## config.mk

```make
export PLATFORM = sky130hd
export DESIGN_NAME = usb_node_state_endpoint_logic
export DESIGN_NICKNAME = d
export VERILOG_FILES = /design/src/common/usb_node_pkg.sv /design/src/design/usb_node_state_endpoint_logic.sv
export VERILOG_INCLUDE_DIRS = /design/src /design/src/common
export SDC_FILE = /design/constraint.sdc
export NUM_CORES = 1
export LEC_CHECK = 0
export BUFFER_PORTS_ARGS = -buffer_cell sky130_fd_sc_hd__buf_2
export CORE_ASPECT_RATIO = 0.9
export CORE_MARGIN = 3
export CORE_UTILIZATION = 50
export DETAILED_ROUTE_END_ITERATION = 12
export PLACE_DENSITY = 0.69
export SYNTH_ARGS = -nofsm -noshare
export SYNTH_HDL_FRONTEND = slang
export SYNTH_SLANG_ARGS = --single-unit
```

## constraint.sdc

```tcl
create_clock -name aclk -period 3.5 [get_ports aclk]
set_input_delay 0.525 -clock aclk [delete_from_list [all_inputs] [get_ports aclk]]
set_output_delay 0.525 -clock aclk [all_outputs]
set_load 0.05 [all_outputs]
```

## src/common/usb_node_regs.svh

```systemverilog
// What this block does
// - seven endpoint pipes, control FIFO eight bytes
// - node always in exactly one state
// - line events latched, masked onto interrupt
// - activity while suspended and idle wakes unit
// - three ms idle sets suspend detect flag
// - remote wake only when host enabled it
// - resuming drives K between one and five ms
// - resume or reset in suspend raises event
// - node answers tokens within ten ms
// - address then endpoint decoded, others ignored
// - endpoint zero bidirectional, odd tx, even rx
// - duplicate numbers go to lower endpoint unless it is iso without room
// - opposite directions with same number independent
// - default address bit, no isochronous on zero
// - endpoint zero packet resent after error, flushable
// - errored receptions discarded, good ones reported
`ifndef USB_NODE_REGS_SVH
`define USB_NODE_REGS_SVH
// -------------------------------------------------------------
// register offsets
// -------------------------------------------------------------
`define OFS_FADDR 8'h00
`define OFS_NST 8'h04
`define OFS_EVT 8'h08
`define OFS_ALTMSK 8'h0c
`define OFS_CTRL 8'h10
`define OFS_EP0_DATA 8'h14
`define OFS_EP0_STAT 8'h18
`define OFS_SEL 8'h1c
`define OFS_EPC_FIRST 8'h20
`define OFS_EPC_LAST 8'h38
// -------------------------------------------------------------
// field positions
// -------------------------------------------------------------
`define FADDR_EN 7
`define EPC_EN 4
`define EPC_ISO 5
`define EPC_DFLT 6
`define EV_SUSPEND 0
`define EV_RESUME 1
`define EV_RESET 2
`define ST_TX_ARM 4
`define ST_RX_ARM 5
`define ST_RX_DONE 6
`define ST_TX_DONE 7
`define ST_FLUSH 8
`define NST_RESET 2'h0
`define NST_RESUME 2'h1
`define NST_OPER 2'h2
`define NST_SUSPEND 2'h3
// -------------------------------------------------------------
// timing
// -------------------------------------------------------------
`define CLK_MHZ 40
`define SUSPEND_IDLE_US 3000
`define RESUME_K_US 1000
`define RESET_SE0_NS 2500
`define RESET_SE0_CYCLES ((`RESET_SE0_NS * `CLK_MHZ + 999) / 1000)
`define EP0_DEPTH 8
`define EP_DEPTH 64
`define RESP_OKAY 2'h0
`define RESP_SLVERR 2'h2
`endif

```

## src/common/usb_node_pkg.sv

```systemverilog
package usb_node_pkg;
  // node operating states, one-hot
  typedef enum logic [3:0] {
    st_oper = 4'h1,
    st_susp = 4'h2,
    st_resu = 4'h4,
    st_rst = 4'h8
  } node_state_e;
  // token kinds from the serial_interface_engine
  typedef enum logic [1:0] {
    pid_out = 2'h0,
    pid_in = 2'h1,
    pid_setup = 2'h2,
    pid_sof = 2'h3
  } pid_e;
  // one decoded token
  typedef struct packed {
    pid_e pid;
    logic [6:0] addr;
    logic [3:0] ep;
  } token_s;
endpackage : usb_node_pkg

```

## src/design/usb_node_state_endpoint_logic.sv

```systemverilog
// Our own choices: the AXI4-Lite register port and the register offsets.
`timescale 1ns/1ps
`include "usb_node_regs.svh"
module usb_node_state_endpoint_logic #(
  parameter int unsigned SUSPEND_CYCLES = `SUSPEND_IDLE_US * `CLK_MHZ,
  parameter int unsigned RESUME_K_CYCLES = `RESUME_K_US * `CLK_MHZ,
  parameter int unsigned NUM_EP = 7
) (
  // clock and reset
  input wire logic aclk,
  input wire logic aresetn,
  // axi4-lite slave
  input wire logic awvalid,
  output logic awready,
  input wire logic [7:0] awaddr,
  input wire logic wvalid,
  output logic wready,
  input wire logic [31:0] wdata,
  input wire logic [3:0] wstrb,
  output logic bvalid,
  input wire logic bready,
  output logic [1:0] bresp,
  input wire logic arvalid,
  output logic arready,
  input wire logic [7:0] araddr,
  output logic rvalid,
  input wire logic rready,
  output logic [31:0] rdata,
  output logic [1:0] rresp,
  // usb line pins
  input wire logic dp_in,
  input wire logic dm_in,
  output logic dp_out,
  output logic dm_out,
  output logic dp_oe_n,
  output logic dm_oe_n,
  // serial_interface_engine side
  input wire logic tok_valid,
  input usb_node_pkg::token_s tok,
  input wire logic rx_valid,
  input wire logic [7:0] rx_byte,
  input wire logic pkt_end,
  input wire logic pkt_err,
  input wire logic tx_req,
  output logic [7:0] tx_byte,
  // endpoint fifo selection and levels
  output logic [NUM_EP-1:0] ep_sel,
  output logic ep_sel_valid,
  input wire logic [NUM_EP-1:0] fifo_full,
  input wire logic [NUM_EP-1:0] fifo_empty,
  // interrupt_controller_unit and wakeup_unit
  output logic irq,
  output logic wakeup
);
  localparam int unsigned SW = $clog2(SUSPEND_CYCLES + 1);
  localparam int unsigned KW = $clog2(RESUME_K_CYCLES + 1);
  localparam int unsigned RW = $clog2(`RESET_SE0_CYCLES + 1);

  // refuse counts the logic cannot serve
  if (SUSPEND_CYCLES < 2 || RESUME_K_CYCLES < 1 || NUM_EP != 7) begin : g_chk
    $error("unsupported parameter values");
  end

  // -------------------------------------------------------------
  // line synchroniser
  // -------------------------------------------------------------
  logic [2:0] dp_sync_q, dm_sync_q;
  logic dp_q, dm_q;
  // a change counts only when stages two and three agree
  always_ff @(posedge aclk) begin
    if (!aresetn) begin
      dp_sync_q <= 3'h0;
      dm_sync_q <= 3'h0;
      dp_q <= 1'b0;
      dm_q <= 1'b0;
    end else begin
      dp_sync_q <= {dp_sync_q[1:0], dp_in};
      dm_sync_q <= {dm_sync_q[1:0], dm_in};
      if (dp_sync_q[1] == dp_sync_q[2]) dp_q <= dp_sync_q[2];
      if (dm_sync_q[1] == dm_sync_q[2]) dm_q <= dm_sync_q[2];
    end
  end
  logic line_j, line_k, line_se0, line_j_q, line_k_q;
  assign line_j = dp_q & ~dm_q;
  assign line_k = ~dp_q & dm_q;
  assign line_se0 = ~dp_q & ~dm_q;

  // -------------------------------------------------------------
  // line condition detection
  // -------------------------------------------------------------
  usb_node_pkg::node_state_e state_q;
  logic [SW-1:0] idle_cnt_q;
  logic [RW-1:0] se0_cnt_q;
  logic susp_hit, reset_hit, resume_hit, driving_k;
  assign susp_hit = line_j && idle_cnt_q == SW'(SUSPEND_CYCLES - 1);
  assign reset_hit = line_se0 && se0_cnt_q == RW'(`RESET_SE0_CYCLES - 1);
  assign resume_hit = (state_q == usb_node_pkg::st_susp) &&
                      line_k && !line_k_q;
  // idle and se0 counters saturate so each event fires once
  always_ff @(posedge aclk) begin
    if (!aresetn) begin
      idle_cnt_q <= '0;
      se0_cnt_q <= '0;
      line_j_q <= 1'b0;
      line_k_q <= 1'b0;
    end else begin
      line_j_q <= line_j;
      line_k_q <= line_k;
      if (!line_j || driving_k) idle_cnt_q <= '0;
      else if (idle_cnt_q != SW'(SUSPEND_CYCLES)) begin
        idle_cnt_q <= idle_cnt_q + SW'(1);
      end
      if (!line_se0) se0_cnt_q <= '0;
      else if (se0_cnt_q != RW'(`RESET_SE0_CYCLES)) begin
        se0_cnt_q <= se0_cnt_q + RW'(1);
      end
    end
  end

  // -------------------------------------------------------------
  // axi4-lite slave
  // -------------------------------------------------------------
  logic aw_got_q, w_got_q, bvalid_q, rvalid_q;
  logic [7:0] awaddr_q;
  logic [31:0] wdata_q, rdata_q, rd_data;
  logic [3:0] wstrb_q;
  logic [1:0] bresp_q, rresp_q;
  logic wr_fire, rd_fire, wr_ok, rd_ok, wr_b0;
  assign awready = !aw_got_q && !bvalid_q;
  assign wready = !w_got_q && !bvalid_q;
  assign arready = !rvalid_q;
  assign wr_fire = aw_got_q && w_got_q && !bvalid_q;
  assign rd_fire = arvalid && arready;
  assign wr_b0 = wr_fire && wstrb_q[0];
  assign bvalid = bvalid_q;
  assign bresp = bresp_q;
  assign rvalid = rvalid_q;
  assign rdata = rdata_q;
  assign rresp = rresp_q;

  // mapped word offsets
  function automatic logic mapped(input logic [7:0] a);
    mapped = (a[1:0] == 2'h0) && (a <= `OFS_EPC_LAST);
  endfunction : mapped
  assign wr_ok = mapped(awaddr_q);
  assign rd_ok = mapped(araddr);

  // address and data accepted in either order
  always_ff @(posedge aclk) begin
    if (!aresetn) begin
      aw_got_q <= 1'b0;
      w_got_q <= 1'b0;
      bvalid_q <= 1'b0;
      awaddr_q <= 8'h00;
      wdata_q <= 32'h0;
      wstrb_q <= 4'h0;
      bresp_q <= `RESP_OKAY;
    end else begin
      if (awvalid && awready) begin
        aw_got_q <= 1'b1;
        awaddr_q <= awaddr;
      end
      if (wvalid && wready) begin
        w_got_q <= 1'b1;
        wdata_q <= wdata;
        wstrb_q <= wstrb;
      end
      if (wr_fire) begin
        bvalid_q <= 1'b1;
        bresp_q <= wr_ok ? `RESP_OKAY : `RESP_SLVERR;
        aw_got_q <= 1'b0;
        w_got_q <= 1'b0;
      end else if (bvalid_q && bready) begin
        bvalid_q <= 1'b0;
      end
    end
  end

  // read answer one cycle after the address is taken
  always_ff @(posedge aclk) begin
    if (!aresetn) begin
      rvalid_q <= 1'b0;
      rdata_q <= 32'h0;
      rresp_q <= `RESP_OKAY;
    end else if (rd_fire) begin
      rvalid_q <= 1'b1;
      rdata_q <= rd_ok ? rd_data : 32'h0;
      rresp_q <= rd_ok ? `RESP_OKAY : `RESP_SLVERR;
    end else if (rvalid_q && rready) begin
      rvalid_q <= 1'b0;
    end
  end

  // -------------------------------------------------------------
  // control registers
  // -------------------------------------------------------------
  logic [7:0] faddr_q;
  logic [1:0] nst_q;
  logic [2:0] evt_q, altmsk_q, ev_set;
  logic rwe_q;
  logic [6:0] epc_q [NUM_EP];
  logic [NUM_EP-1:0] sel_last_q;
  assign ev_set = {reset_hit, resume_hit, susp_hit};
  // set beats a clear that lands in the same cycle
  always_ff @(posedge aclk) begin
    if (!aresetn) begin
      faddr_q <= 8'h00;
      altmsk_q <= 3'h0;
      rwe_q <= 1'b0;
      evt_q <= 3'h0;
    end else begin
      if (wr_b0 && awaddr_q == `OFS_FADDR) faddr_q <= wdata_q[7:0];
      if (wr_b0 && awaddr_q == `OFS_ALTMSK) altmsk_q <= wdata_q[2:0];
      if (wr_b0 && awaddr_q == `OFS_CTRL) rwe_q <= wdata_q[0];
      if (wr_b0 && awaddr_q == `OFS_EVT) begin
        evt_q <= (evt_q & ~wdata_q[2:0]) | ev_set;
      end else begin
        evt_q <= evt_q | ev_set;
      end
    end
  end

  // endpoint control registers, one per pipe
  for (genvar i = 0; i < NUM_EP; i++) begin : g_epc
    always_ff @(posedge aclk) begin
      if (!aresetn) epc_q[i] <= 7'h00;
      else if (wr_b0 && awaddr_q == `OFS_EPC_FIRST + 8'(4 * i)) begin
        epc_q[i] <= wdata_q[6:0];
      end
    end
  end

  // interrupt line towards the interrupt_controller_unit
  always_ff @(posedge aclk) begin
    if (!aresetn) irq <= 1'b0;
    else irq <= |(evt_q & altmsk_q);
  end

  // -------------------------------------------------------------
  // node state machine
  // -------------------------------------------------------------
  logic [KW-1:0] k_cnt_q;
  logic nst_wr;
  assign nst_wr = wr_b0 && awaddr_q == `OFS_NST;
  assign driving_k = (state_q == usb_node_pkg::st_resu) &&
                     k_cnt_q != '0;
  // a bus reset overrides any software request
  always_ff @(posedge aclk) begin
    if (!aresetn) begin
      state_q <= usb_node_pkg::st_rst;
      nst_q <= `NST_RESET;
      k_cnt_q <= '0;
    end else begin
      if (k_cnt_q != '0) k_cnt_q <= k_cnt_q - KW'(1);
      if (reset_hit) begin
        state_q <= usb_node_pkg::st_rst;
        nst_q <= `NST_RESET;
      end else if (nst_wr) begin
        case (wdata_q[1:0])
          `NST_OPER: begin
            state_q <= usb_node_pkg::st_oper;
            nst_q <= `NST_OPER;
          end
          `NST_SUSPEND: begin
            state_q <= usb_node_pkg::st_susp;
            nst_q <= `NST_SUSPEND;
          end
          `NST_RESUME: begin
            if (rwe_q) begin
              state_q <= usb_node_pkg::st_resu;
              nst_q <= `NST_RESUME;
              k_cnt_q <= KW'(RESUME_K_CYCLES);
            end
          end
          default: begin
            state_q <= usb_node_pkg::st_rst;
            nst_q <= `NST_RESET;
          end
        endcase
      end
    end
  end

  // k is driven only while the resume count runs
  always_ff @(posedge aclk) begin
    if (!aresetn) begin
      dp_oe_n <= 1'b1;
      dm_oe_n <= 1'b1;
      dp_out <= 1'b0;
      dm_out <= 1'b0;
      wakeup <= 1'b0;
    end else begin
      dp_oe_n <= !driving_k;
      dm_oe_n <= !driving_k;
      dp_out <= 1'b0;
      dm_out <= driving_k;
      wakeup <= (state_q == usb_node_pkg::st_susp) &&
                line_j_q && !line_j;
    end
  end

  // -------------------------------------------------------------
  // address and endpoint decode
  // -------------------------------------------------------------
  logic addr_hit, dflt_hit, is_in, tok_use;
  logic [NUM_EP-1:0] cand, sel;
  logic ep0_tx_arm_q, ep0_rx_arm_q;
  assign addr_hit = faddr_q[`FADDR_EN] && tok.addr == faddr_q[6:0];
  assign dflt_hit = epc_q[0][`EPC_DFLT] && tok.addr == 7'h00;
  assign is_in = tok.pid == usb_node_pkg::pid_in;
  assign tok_use = tok_valid && tok.pid != usb_node_pkg::pid_sof;
  // all pipes compared at once; pipe zero both ways, odd pipes send, even ones from two up receive
  for (genvar i = 0; i < NUM_EP; i++) begin : g_dec
    logic dir_ok, room_ok;
    if (i == 0) begin : g_ctl
      assign dir_ok = is_in ? ep0_tx_arm_q : ep0_rx_arm_q;
      assign room_ok = 1'b1;
      assign cand[i] = dir_ok && room_ok && (addr_hit || dflt_hit) &&
                       epc_q[i][3:0] == tok.ep;
    end else begin : g_data
      assign dir_ok = (i % 2 == 1) == is_in;
      // isochronous pipes pass on when an out pipe is full or an in pipe is empty
      assign room_ok = !epc_q[i][`EPC_ISO] ||
                       (is_in ? !fifo_empty[i] : !fifo_full[i]);
      assign cand[i] = dir_ok && room_ok && addr_hit &&
                       epc_q[i][`EPC_EN] &&
                       epc_q[i][3:0] == tok.ep;
    end
  end
  assign sel = cand & (~cand + NUM_EP'(1));

  // selection pulse to the fifo datapath
  always_ff @(posedge aclk) begin
    if (!aresetn) begin
      ep_sel <= '0;
      ep_sel_valid <= 1'b0;
      sel_last_q <= '0;
    end else begin
      ep_sel_valid <= tok_use && sel != '0;
      if (tok_use) begin
        ep_sel <= sel;
        sel_last_q <= sel;
      end
    end
  end

  // -------------------------------------------------------------
  // control endpoint fifo
  // -------------------------------------------------------------
  logic [7:0] ep0_mem_q [`EP0_DEPTH];
  logic [3:0] ep0_cnt_q;
  logic [2:0] ep0_rd_q;
  logic ep0_act_q, ep0_in_q, rx_done_q, tx_done_q;
  logic stat_wr, data_wr, data_rd, ep0_full;
  assign stat_wr = wr_b0 && awaddr_q == `OFS_EP0_STAT;
  assign data_wr = wr_b0 && awaddr_q == `OFS_EP0_DATA;
  assign data_rd = rd_fire && araddr == `OFS_EP0_DATA && rx_done_q;
  assign ep0_full = ep0_cnt_q == 4'(`EP0_DEPTH);
  // one packet of up to eight bytes in either direction
  always_ff @(posedge aclk) begin
    if (!aresetn) begin
      ep0_cnt_q <= 4'h0;
      ep0_rd_q <= 3'h0;
      ep0_act_q <= 1'b0;
      ep0_in_q <= 1'b0;
      ep0_tx_arm_q <= 1'b0;
      ep0_rx_arm_q <= 1'b0;
      rx_done_q <= 1'b0;
      tx_done_q <= 1'b0;
      tx_byte <= 8'h00;
    end else begin
      if (stat_wr) begin
        ep0_tx_arm_q <= wdata_q[`ST_TX_ARM];
        ep0_rx_arm_q <= wdata_q[`ST_RX_ARM];
        if (wdata_q[`ST_RX_DONE]) rx_done_q <= 1'b0;
        if (wdata_q[`ST_TX_DONE]) tx_done_q <= 1'b0;
        if (wstrb_q[1] && wdata_q[`ST_FLUSH]) begin
          ep0_cnt_q <= 4'h0;
          ep0_rd_q <= 3'h0;
          rx_done_q <= 1'b0;
        end
      end
      if (data_wr && ep0_tx_arm_q && !ep0_act_q && !ep0_full) begin
        ep0_mem_q[ep0_cnt_q[2:0]] <= wdata_q[7:0];
        ep0_cnt_q <= ep0_cnt_q + 4'h1;
      end
      if (data_rd) ep0_rd_q <= ep0_rd_q + 3'h1;
      if (tok_use && sel[0]) begin
        ep0_act_q <= 1'b1;
        ep0_in_q <= is_in;
        ep0_rd_q <= 3'h0;
        if (!is_in) ep0_cnt_q <= 4'h0;
      end
      if (ep0_act_q && ep0_in_q && tx_req) begin
        tx_byte <= ep0_mem_q[ep0_rd_q];
        ep0_rd_q <= ep0_rd_q + 3'h1;
      end
      if (ep0_act_q && !ep0_in_q && rx_valid && !ep0_full) begin
        ep0_mem_q[ep0_cnt_q[2:0]] <= rx_byte;
        ep0_cnt_q <= ep0_cnt_q + 4'h1;
      end
      if (ep0_act_q && pkt_end) begin
        ep0_act_q <= 1'b0;
        ep0_rd_q <= 3'h0;
        if (ep0_in_q && !pkt_err) begin
          ep0_cnt_q <= 4'h0;
          ep0_tx_arm_q <= 1'b0;
          tx_done_q <= 1'b1;
        end else if (!ep0_in_q && pkt_err) begin
          ep0_cnt_q <= 4'h0;
        end else if (!ep0_in_q) begin
          rx_done_q <= 1'b1;
          ep0_rx_arm_q <= 1'b0;
        end
      end
    end
  end

  // -------------------------------------------------------------
  // read mux
  // -------------------------------------------------------------
  always_comb begin
    rd_data = 32'h0;
    case (araddr)
      `OFS_FADDR: rd_data[7:0] = faddr_q;
      `OFS_NST: rd_data[1:0] = nst_q;
      `OFS_EVT: rd_data[2:0] = evt_q;
      `OFS_ALTMSK: rd_data[2:0] = altmsk_q;
      `OFS_CTRL: rd_data[0] = rwe_q;
      `OFS_EP0_DATA: rd_data[7:0] = ep0_mem_q[ep0_rd_q];
      `OFS_EP0_STAT: begin
        rd_data[3:0] = ep0_cnt_q;
        rd_data[`ST_TX_ARM] = ep0_tx_arm_q;
        rd_data[`ST_RX_ARM] = ep0_rx_arm_q;
        rd_data[`ST_RX_DONE] = rx_done_q;
        rd_data[`ST_TX_DONE] = tx_done_q;
      end
      `OFS_SEL: rd_data[NUM_EP-1:0] = sel_last_q;
      default: begin
        if (araddr >= `OFS_EPC_FIRST) begin
          rd_data[6:0] = epc_q[3'(araddr[4:2] ^ 3'h0) -
                               3'(`OFS_EPC_FIRST >> 2)];
        end
      end
    endcase
  end
endmodule : usb_node_state_endpoint_logic

```

# Yosys cells after proc, flatten, opt, wreduce, memory -nomap -nowiden
# Memory sizes are Yosys's and may differ from the RTL's. A register that Yosys moved wholly into a read port is not among the register bits.
# Index checks and enable logic that the tools add are counted.
# word_totals
mem_bits_rw	113
inputBits	101
regBits	163
word_cells	353
memories	2
# mem_list
name	depth	width	read_ports	rd_ports_with_merged_regs	write_ports	line	rtl
ep0_mem_q	8	8	1	1	1	usb_node_state_endpoint_logic.sv:350	logic [7:0] ep0_mem_q [`EP0_DEPTH];
epc_q	7	7	8	0	7	usb_node_state_endpoint_logic.sv:201	logic [6:0] epc_q [NUM_EP];
# op_classes
n_eq_ne	43
n_mux	101
magnitude_cmp	3
n_bitwise	22
addsub	6
n_reduce_logical	136
# op_table
cell	n
2-to-1 mux 16 bit	5
logical AND 1 bit	78
2-to-1 mux 1 bit	58
equality test 8 x 5 -> 1 bit, second input constant	7
equality test 8 x 6 -> 1 bit, second input constant	7
2-to-1 mux 7 bit	8
2-to-1 mux 4 bit	10
equality test 8 x 4 -> 1 bit, second input constant	4
logical NOT 1 bit	29
equality test 4 bit	7
2-to-1 mux 3 bit	8
case mux 4 bit (5 select lines)	1
adder 17 x 1 -> 17 bit, second input constant	1
equality test 17 bit, second input constant	1
inequality test 17 bit, second input constant	1
equality test 8 x 3 -> 1 bit, second input constant	2
<= comparator 8 x 6 -> 1 bit, second input constant	2
logical NOT 8 bit	2
2-to-1 mux 8 bit	2
case mux 1 bit (8 select lines)	2
nonzero test 16 bit	1
subtractor 16 x 1 -> 16 bit, second input constant	1
adder 7 x 1 -> 7 bit, second input constant	2
case mux 4 bit (3 select lines)	1
35 further kinds	71

# Logic depth before layout (Yosys ltp)
# Gate-level depths: netlist (run 1).
# depth
ltp_word	16
ltp_mapped	10
mapped_depth_nobuf	8

# Least setup slack after synthesis (run 1)
# Ideal clock, no wire load.
# synth_path
kind	register -> register
from	register bvalid_q (netlist: bvalid)
to	memory ep0_mem_q[1][0], enable pin
setup_ns	0.383
synth_period_minus_slack_ns	2.624
t_required_ns	3.117
path_stages_with_launch	8
t_arrival_ns	2.240
path_slack_ns	0.876
cell_sequence	dfxtp_1 -> and3b_1 -> clkbuf_2 -> nand4b_2 -> o21ai_1 -> buf_2 -> nand3_1 -> nor3_1
# synth_via
elab_chain_cells	11
# synth_rtl
element	line	rtl
start: declaration	usb_node_state_endpoint_logic.sv:123	logic aw_got_q, w_got_q, bvalid_q, rvalid_q;
start signal: assignment	usb_node_state_endpoint_logic.sv:153	bvalid_q <= 1'b0;
start signal: assignment	usb_node_state_endpoint_logic.sv:169	bvalid_q <= 1'b1;
start signal: assignment	usb_node_state_endpoint_logic.sv:174	bvalid_q <= 1'b0;
logical NOT 1 bit	usb_node_state_endpoint_logic.sv:132	assign wr_fire = aw_got_q && w_got_q && !bvalid_q;
logical AND 1 bit	usb_node_state_endpoint_logic.sv:132	
logical AND 1 bit	usb_node_state_endpoint_logic.sv:134	assign wr_b0 = wr_fire && wstrb_q[0];
logical AND 1 bit (no line)	n/a	
logical AND 1 bit (3 in series)	usb_node_state_endpoint_logic.sv:383	if (data_wr && ep0_tx_arm_q && !ep0_act_q && !ep0_full) begin
2-to-1 mux 1 bit	usb_node_state_endpoint_logic.sv:383	
2-to-1 mux 1 bit	usb_node_state_endpoint_logic.sv:361	if (!aresetn) begin
2-to-1 mux 1 bit (not written as such)	usb_node_state_endpoint_logic.sv:384	ep0_mem_q[ep0_cnt_q[2:0]] <= wdata_q[7:0];
bitwise OR 1 bit (no line)	n/a	
end: declaration	usb_node_state_endpoint_logic.sv:350	
# Every way passes these cells.

# Worst setup path in the final report (run 1)
# layout_path
from	register awaddr_q[0]
to	memory ep0_mem_q[4][3], enable pin
# layout_via
elab_chain_cells	9
# layout_rtl
element	line	rtl
start: declaration	usb_node_state_endpoint_logic.sv:124	logic [7:0] awaddr_q;
start signal: assignment	usb_node_state_endpoint_logic.sv:161	awaddr_q <= awaddr;
equality test 8 x 5 -> 1 bit (no line)	n/a	
logical AND 1 bit (no line)	n/a	
logical AND 1 bit (3 in series)	usb_node_state_endpoint_logic.sv:383	
2-to-1 mux 1 bit	usb_node_state_endpoint_logic.sv:383	
2-to-1 mux 1 bit	usb_node_state_endpoint_logic.sv:361	
2-to-1 mux 1 bit (not written as such)	usb_node_state_endpoint_logic.sv:384	
bitwise OR 1 bit (no line)	n/a	
# Every way passes these cells.

==> reports/qor.txt, run 1 <==
area fraction of the dominant cell type after synthesis = 0.284
vias in the first global route = 8265
TritonCTS clock tree = yes
Die ar. = 25800 sq um
critical-path cell list = nor3b_1, nand4b_2, o21ai_1, buf_4, nand3_1, nor2_1, buf_4
CTS Buf Count = 27
via count = 8594
Slew Viols, Final = 0
Synth cell types = 75
Mapped Cells = 1121
Synth area leader = edfxtp_1
area grow syn2layout = 14.1%
hold_buf cts = 0
Post-CTS Setup Inserts = 0
cts repair resizes = 0
CTS H-tree depth = 1
WP data required = 3.75 ns
initial core utilization = 0.520
crit-path max FO = 11
Synth top cells by count = 141 x nand2_1, 140 x dfxtp_1, 113 x edfxtp_1, 71 x nor2_1, 57 x and2_1
share of cells above drive strength 1 = 0.186
clk sink count = 253
PD cells = 540 nW/um^2
Ports = 164
flops & latches, synth = 253
Max Root-Sink Buffers = 3
status = finished clean
Main synth FF type = dfxtp_1
Max stage delay on crit path = 0.47 ns
fmax = 357 MHz
Routed Antenna Nets = 0
Post-Route Setup TNS = 0 ns
Worst Tran Pin Value = 1.27 ns
critical path's most frequent cell = buf_4
Crit-path slowest cell = nor3b_1
global-route usage over all layers = 0.222
critical path capture point type = register
Critical Path AT = 3.05 ns
largest cells by area after synthesis = edfxtp_1 28%, dfxtp_1 23%, mux4_2 4.7%, nand2_1 4.4%, mux2i_1 3.0%
number of iterations in the first detailed-routing pass = 6
CP Class = reg2reg
Leak Pwr = 0.00519 uW
CORE AREA = 23000 sq um
wire length per cell = 18.7 um
initial antenna violation count = 0
largest net degree at the start of global routing = 29
VDD IR max = 0.442 mV
endpoints failing hold = 0
global placer's final weighted congestion = 0.902
clk_skew = 0.0181 ns
Root Driver = clkbuf_16
CTS clk-pin slew, worst paths = 0.06 ns
max_cap viols = 0
register area share after synthesis = 0.519
count of input and output buffers = 103
synthesized area = 11900 sq um
Post-synth EDFFs = 113
count leader, synth = nand2_1
Post-DP HPWL = 21.1 mm
final worst-path cycle share = 0.800
Mean Syn Cell Area = 10.6 sq um
initial detailed-routing violation count = 687
Chip Width = 169 um
ant diodes = 0
grt total ovfl = 0
HP Class = in2reg
DRC Markers = 0
row count = 52
RSZ-0062 raised after global routing = false
endpoints failing setup = 0
global-route wire length before repair = 45.6 mm
Die H = 153 um
Vias per Instance = 5.58
final WL = 28.8 mm
Yosys warnings = 0
Final Critical Period = 2.80 ns
Hold Slack = 0.210 ns
CP startpoint kind = register
Slew HR = 0.147
Worst-Skew Late Latency = 0.54 ns
ys async rst share = 0
Nets = 1332
cells by family after synthesis:
group / after synthesis / synth area share
muxes: 77 / 0.0925
xor gates and xnor gates: 65 / 0.0477
other: 1 / 0.000314
AOI/OAI and AO/OA: 161 / 0.0889
DFF: 253 / 0.519
and+or+nand+nor: 451 / 0.198
adders and majority gates: 9 / 0.00944
buffers and inverters: 104 / 0.0443
where the power goes:
group	leakage [uW]	total (uW)	switching [uW]	internal (uW)
clock	0.000457	3020	1160	1870
combinational	0.00252	966	573	393
sequential	0.00221	3360	151	3210
layout make-up:
| cell class | instances | area, sq um |
|---|---|---|
| multi-input cells | 790 | 5310 |
| well taps | 297 | 372 |
| clock buffers | 31 | 701 |
| fillers | 1915 | 9360 |
| repair buffers | 129 | 711 |
| inverters | 21 | 78.8 |
| flip-flops and latches | 253 | 6200 |
| clock inverters | 19 | 241 |
worst paths after layout:
path,to,from,slack (ns),depth (start not counted)
max,ep0_mem_q[4][3],awaddr_q[0],0.70,7
max reg2reg,ep0_mem_q[4][3],awaddr_q[0],0.70,7
min reg2reg,dp_sync_q[1],dp_sync_q[0],0.43,1
min,dm_sync_q[0],dm_in,0.21,2
layout by cell type, fill, tap and decap left out, types with 36 or more instances in the layout:
cell type	count
o21ai_0	49
edfxtp_1	113
nand2_1	141
nand3_1	42
nor2_1	71
a21boi_0	39
buf_2	103
and2_1	57
xor2_1	39
mux2i_1	36
dfxtp_1	140
flip-flops by register name, indices dropped and copies added, names as in the netlist, 2 cells and up, named ones only:
register and count:
altmsk_q 3, awaddr_q 8, dm_sync_q 3, dp_sync_q 3
ep0_cnt_q 4, ep0_mem_q 64, ep0_rd_q 3, epc_q 49
evt_q 3, faddr_q 8, idle_cnt_q 17, k_cnt_q 16
nst_q 2, rdata 8, se0_cnt_q 7, sel_last_q 7
state_q 4, tx_byte 8, wdata_q 9, wstrb_q 2
critical path, delay by kind of cell (launching register included):
| kind | cells | cell delay, ns |
|---|---|---|
| DFF | 1 | 0.32 |
| AOI/OAI and AO/OA | 1 | 0.24 |
| and+or+nand+nor | 4 | 1.51 |
| buffers and inverters | 2 | 0.44 |
per-stage QoR:
stage,setup WS (ns),cell area (sq um),util,total power [uW],cells
6_report,0.699,13600,0.593,7350,1540
5_1_grt,0.525,13600,0.593,7660,1540
4_1_cts,0.721,13600,0.593,7410,1540
3_5_place_dp,0.743,12700,0.552,4380,1490
3_3_place_gp,0.831,12700,0.552,4360,1490
2_1_floorplan,0.876,12000,-,4180,1147
per-layer routing:
metal  vias up  routed length (um)  GRT usage
li1       4130                   -          -
met1      4097               13100      0.324
met2       322               12900      0.344
met3        45                2210     0.0399
met4         0                 635     0.0573
met5         -                   0          0
Power figures use the tool's default switching activity.
==> run 2, diff against run 1 <==
Settings changed: PLACE_DENSITY 0.69 to 0.72.
Clock period 3.5 ns to 2.4 ns, I/O delays scaled along.
==> run 2 against run 1 <==
  * Register-to-register slack worse by 0.60 ns
  * Die area unchanged
  * Cell count grew 1.7%
  * Setup slack got worse by 0.60 ns
  * Flip-flop and latch count unchanged
  * Final area up 0.85%
  * Critical path depth did not move
  * Via count rose by 3.0%
  * Clock skew shrank 0.0069 ns
  * Total power up 39%
==> reports/qor.txt, run 2 (synthesis gave the netlist of run 1 again) <==
status = finished clean (unchanged)
initial antenna violation count = 0 (unchanged)
Leak Pwr = 0.00529 uW (was 0.00519 uW)
clk sink count = 253 (unchanged)
Worst Tran Pin Value = 0.705 ns (was 1.27 ns)
Worst-Skew Late Latency = 0.53 ns (was 0.54 ns)
Largest register FFs = 64 (unchanged)
number of iterations in the first detailed-routing pass = 5 (was 6)
CP startpoint kind = register (unchanged)
CP Class = reg2reg (unchanged)
max_cap viols = 0 (unchanged)
CTS clk-pin slew, worst paths = 0.06 ns (about the same)
commonest non-fill, non-tap cell in the layout = nand2_1 (unchanged)
Vias per Instance = 5.65 (was 5.58)
fillers = 1916 (was 1915)
Die ar. = 25800 sq um (unchanged)
Nets = 1361 (was 1332)
global placer's final weighted congestion = 0.939 (was 0.902)
TritonCTS clock tree = yes (unchanged)
share of cells above drive strength 1 = 0.206 (was 0.186)
Routed Antenna Nets = 0 (unchanged)
RSZ-0062 raised after global routing = false (unchanged)
final worst-path cycle share = 0.960 (was 0.800)
clk_skew = 0.0112 ns (was 0.0181 ns)
row count = 52 (unchanged)
critical path capture point type = register (unchanged)
CTS H-tree depth = 1 (unchanged)
final WL = 29.8 mm (was 28.8 mm)
initial core utilization = 0.520 (unchanged)
via count = 8850 (was 8594)
Slew HR = 0.529 (was 0.147)
DRC Markers = 0 (unchanged)
fmax = 434 MHz (was 357 MHz)
initial detailed-routing violation count = 751 (was 687)
multi-input logic area = 5330 sq um (was 5310 sq um)
Ports = 164 (unchanged)
Final Util = 0.598 (was 0.593)
Post-Route Setup TNS = 0 ns (unchanged)
Reg area = 6200 sq um (unchanged)
Slew Viols, Final = 0 (unchanged)
grt total ovfl = 0 (unchanged)
cts repair resizes = 0 (unchanged)
PD cells = 745 nW/um^2 (was 540 nW/um^2)
Post-CTS Setup Inserts = 0 (unchanged)
WP data required = 2.64 ns (was 3.75 ns)
vias in the first global route = 8431 (was 8265)
Root Driver = clkbuf_16 (unchanged)
global-route usage over all layers = 0.225 (was 0.222)
most frequent cells in the layout = 141 x nand2_1, 140 x dfxtp_1, 113 x edfxtp_1, 103 x buf_2, 71 x nor2_1 (unchanged)
Max Root-Sink Buffers = 3 (unchanged)
crit-path max FO = 5 (was 11)
Post-DP HPWL = 21.8 mm (was 21.1 mm)
ant diodes = 0 (unchanged)
area grow syn2layout = 15.0% (was 14.1%)
wire length per cell = 19.0 um (was 18.7 um)
Critical Path AT = 2.54 ns (was 3.05 ns)
Final Critical Period = 2.30 ns (was 2.80 ns)
largest net degree at the start of global routing = 24 (was 29)
endpoints failing setup = 0 (unchanged)
HP Class = in2reg (unchanged)
Die H = 153 um (unchanged)
hold_buf cts = 0 (unchanged)
endpoints failing hold = 0 (unchanged)
VDD IR max = 0.601 mV (was 0.442 mV)
count of input and output buffers = 103 (unchanged)
global-route wire length before repair = 46.3 mm (was 45.6 mm)
Chip Width = 169 um (unchanged)
CORE AREA = 23000 sq um (unchanged)
CTS Buf Count = 26 (was 27)
[run 2: cell count changes in the layout (fill, tap and decap cells not counted), sizes merged]
cell      before  now
bufinv         6    1
buf          129  159
clkinvlp       1    0
inv           21   20
clkinv        12   10
clkbuf        31   36
[run 2: path summary, 6_finish.rpt]
kind,start,to,slack (ns),cells past startpoint
setup / recovery,wstrb_q[0],ep0_mem_q[2][3],0.1,7
hold / removal,dm_in,dm_sync_q[0],0.05,2
setup reg to reg,wstrb_q[0],ep0_mem_q[2][3],0.1,7
hold reg to reg,dm_sync_q[0],dm_sync_q[1],0.44,1
[run 2: metal layers]
layer / part of all wire / track usage / up-vias
met2: 0.45 / 0.350 / 351
met1: 0.44 / 0.326 / 4240
li1: - / - / 4191
met4: 0.031 / 0.0658 / 0
met5: 0 / 0 / -
met3: 0.080 / 0.0387 / 68
[run 2: stage by stage]
stage / instance area [sq um] / total power [uW] / worst slack, ns / instances / hold WS (ns)
2_1_floorplan: 12000 / 6090 / -0.0161 / 1147 / 0.409
3_3_place_gp: 12900 / 6400 / 0.179 / 1520 / 0.418
3_5_place_dp: 12900 / 6430 / 0.0575 / 1520 / 0.426
4_1_cts: 13700 / 10300 / 0.123 / 1566 / 0.0344
5_1_grt: 13700 / 10700 / 0.00607 / 1566 / 0.0390
6_report: 13700 / 10200 / 0.0971 / 1566 / 0.0510
[run 2: report_power, final]
| group | switching (uW) | total (uW) | internal, uW |
|---|---|---|---|
| Sequential | 227 | 4910 | 4680 |
| Combinational | 866 | 1480 | 609 |
| Clock | 1630 | 3840 | 2220 |
| Total | 2720 | 10200 | 7510 |
[run 2: critical path, cell delays in order (launching register included)]
cell and delay (ns):
dfxtp_1 0.34, nor3b_1 0.31, buf_4 0.19, nand4b_2 0.20, o21ai_1 0.28, nand3_1 0.19, nor2_1 0.28, buf_4 0.22
[run 2: cell type report]
cell class / instances / share of cell area
sequential: 253 / 0.451
tap: 297 / 0.0271
inverter: 21 / 0.00574
clock buffer: 36 / 0.0532
timing repair buffer: 159 / 0.0691
clock inverter: 10 / 0.00501
multi-input combinational: 790 / 0.388
==> run 3, diff against run 2 <==
Settings changed: CORE_UTILIZATION 50 to 40, PLACE_DENSITY 0.72 to 0.59.
==> run 3 against run 2 <==
  * Clock skew grew 0.0078 ns
  * Fmax grew 2.6%
  * Global-route usage shrank 3.5 points
  * Total power grew 5.8%
  * Clock power grew 15%
  * Die area grew 24%
  * Critical path type unchanged
==> reports/qor.txt, run 3 (synthesis gave the netlist of run 1 again) <==
TritonCTS clock tree = yes (unchanged)
crit-path max FO = 8 (was 5)
CTS Buf Count = 27 (was 26)
endpoints failing setup = 0 (unchanged)
row count = 59 (was 52)
initial core utilization = 0.409 (was 0.520)
ant diodes = 0 (unchanged)
Leak Pwr = 0.00536 uW (was 0.00529 uW)
max_cap viols = 0 (unchanged)
most frequent cells in the layout = 141 x nand2_1, 140 x dfxtp_1, 113 x edfxtp_1, 103 x buf_2, 71 x nor2_1 (unchanged)
critical-path cell list = nor4b_1, buf_4, nand4b_1, o21ai_1, nand3_1, nor2_1, buf_4 (was nor3b_1, buf_4, nand4b_2, o21ai_1, nand3_1, nor2_1, buf_4)
fillers = 2704 (was 1916)
CP startpoint kind = register (unchanged)
Slew Viols, Final = 0 (unchanged)
clk sink count = 253 (unchanged)
critical path capture point type = register (unchanged)
Post-DP Area = 13000 sq um (was 12900 sq um)
cts repair resizes = 0 (unchanged)
initial detailed-routing violation count = 775 (was 751)
Routed Antenna Nets = 0 (unchanged)
Max stage delay on crit path = 0.41 ns (was 0.34 ns)
endpoints failing hold = 0 (unchanged)
global placer's final weighted congestion = 0.896 (was 0.939)
final worst-path cycle share = 0.935 (was 0.960)
RSZ-0062 raised after global routing = false (unchanged)
CTS H-tree depth = 1 (unchanged)
number of iterations in the first detailed-routing pass = 8 (was 5)
VDD IR max = 0.537 mV (was 0.601 mV)
Post-CTS Setup Inserts = 0 (unchanged)
Worst-Skew Late Latency = 0.55 ns (was 0.53 ns)
status = finished clean (unchanged)
hold_buf cts = 0 (unchanged)
Ports = 164 (unchanged)
Root Driver = clkbuf_16 (unchanged)
Max Root-Sink Buffers = 3 (unchanged)
Worst Tran Pin Value = 0.757 ns (was 0.705 ns)
global-route wire length before repair = 47.3 mm (was 46.3 mm)
CTS clk-pin slew, worst paths = 0.06 ns (about the same)
clk_skew = 0.0190 ns (was 0.0112 ns)
WP data required = 2.63 ns (was 2.64 ns)
Nets = 1361 (unchanged)
fmax = 445 MHz (was 434 MHz)
Largest register FFs = 64 (unchanged)
Vias per Instance = 5.21 (was 5.65)
critical path's most frequent cell = buf_4 (unchanged)
largest net degree at the start of global routing = 39 (was 24)
PD cells = 773 nW/um^2 (was 745 nW/um^2)
fin area = 14000 sq um (was 13700 sq um)
global-route usage over all layers = 0.190 (was 0.225)
grt total ovfl = 0 (unchanged)
final WL = 30.8 mm (was 29.8 mm)
delay-heaviest family, CP = simple AND/OR/NAND/NOR gates (unchanged)
worst r2r path cells = 7 (unchanged)
wire length per cell = 18.5 um (was 19.0 um)
Reg area = 6200 sq um (unchanged)
count of input and output buffers = 103 (unchanged)
Die ar. = 31900 sq um (was 25800 sq um)
Slew HR = 0.495 (was 0.529)
HP Class = in2reg (unchanged)
crit path buf inv count = 2 (unchanged)
Final Util = 0.480 (was 0.598)
Final Critical Period = 2.25 ns (was 2.30 ns)
Critical Path AT = 2.48 ns (was 2.54 ns)
multi-input logic area = 5320 sq um (was 5330 sq um)
CORE AREA = 29200 sq um (was 23000 sq um)
Crit-path slowest cell = dfxtp_1 (unchanged)
Hold Slack = 0.0326 ns (was 0.0510 ns)
commonest non-fill, non-tap cell in the layout = nand2_1 (unchanged)
DRC Markers = 0 (unchanged)
vias in the first global route = 8249 (was 8431)
Chip Width = 188 um (was 169 um)
initial antenna violation count = 0 (unchanged)
worst hold path depth = 2 (unchanged)
share of cells above drive strength 1 = 0.213 (was 0.206)
area grow syn2layout = 17.3% (was 15.0%)
Die H = 170 um (was 153 um)
cell count along the critical path = 7 (unchanged)
via count = 8696 (was 8850)
Post-DP HPWL = 22.8 mm (was 21.8 mm)
CP Class = reg2reg (unchanged)
run 3: worst paths after layout:
check                                       end  slack (ns)         start
worst max-delay path            ep0_mem_q[5][1]        0.15   awaddr_q[4]
worst min-delay path               dm_sync_q[0]        0.03         dm_in
worst max register to register  ep0_mem_q[5][1]        0.15   awaddr_q[4]
worst min register to register     dm_sync_q[1]        0.44  dm_sync_q[0]
run 3: cell type report:
class                           instances  area share
Sequential cell                       253       0.443
Multi-Input combinational cell        790       0.380
Tap cell                              396      0.0354
Inverter                               21     0.00563
Clock inverter                         11     0.00876
Clock buffer                           39      0.0602
Timing Repair Buffer                  158      0.0672
run 3: routing by layer:
metal / vias to the layer above / share of wire / GRT usage
li1: 4202 / - / -
met1: 4177 / 0.47 / 0.279
met2: 268 / 0.44 / 0.296
met3: 49 / 0.066 / 0.0319
met4: 0 / 0.025 / 0.0489
met5: - / 0 / 0
run 3: where the power goes:
group | total (uW) | switching [uW] | internal, uW
clock network | 4430 | 1770 | 2670
logic | 1480 | 862 | 621
registers | 4900 | 219 | 4680
run 3: metrics by stage:
stage / cells / setup TNS, ns / power [uW] / setup slack, ns
3_3_place_gp: 1618 / 0 / 6450 / 0.177
5_1_grt: 1668 / 0 / 11300 / 0.0132
4_1_cts: 1668 / 0 / 10900 / 0.183
6_report: 1668 / 0 / 10800 / 0.155
3_5_place_dp: 1618 / 0 / 6470 / 0.213
2_1_floorplan: 1147 / -0.657 / 6090 / -0.0161
run 3: worst reg2reg max path, delay by kind of cell, from the launching register on:
family          cells  cell delay, ns
compound gates      1            0.23
flops               1            0.41
buf+inv             2            0.46
simple gates        4            0.84
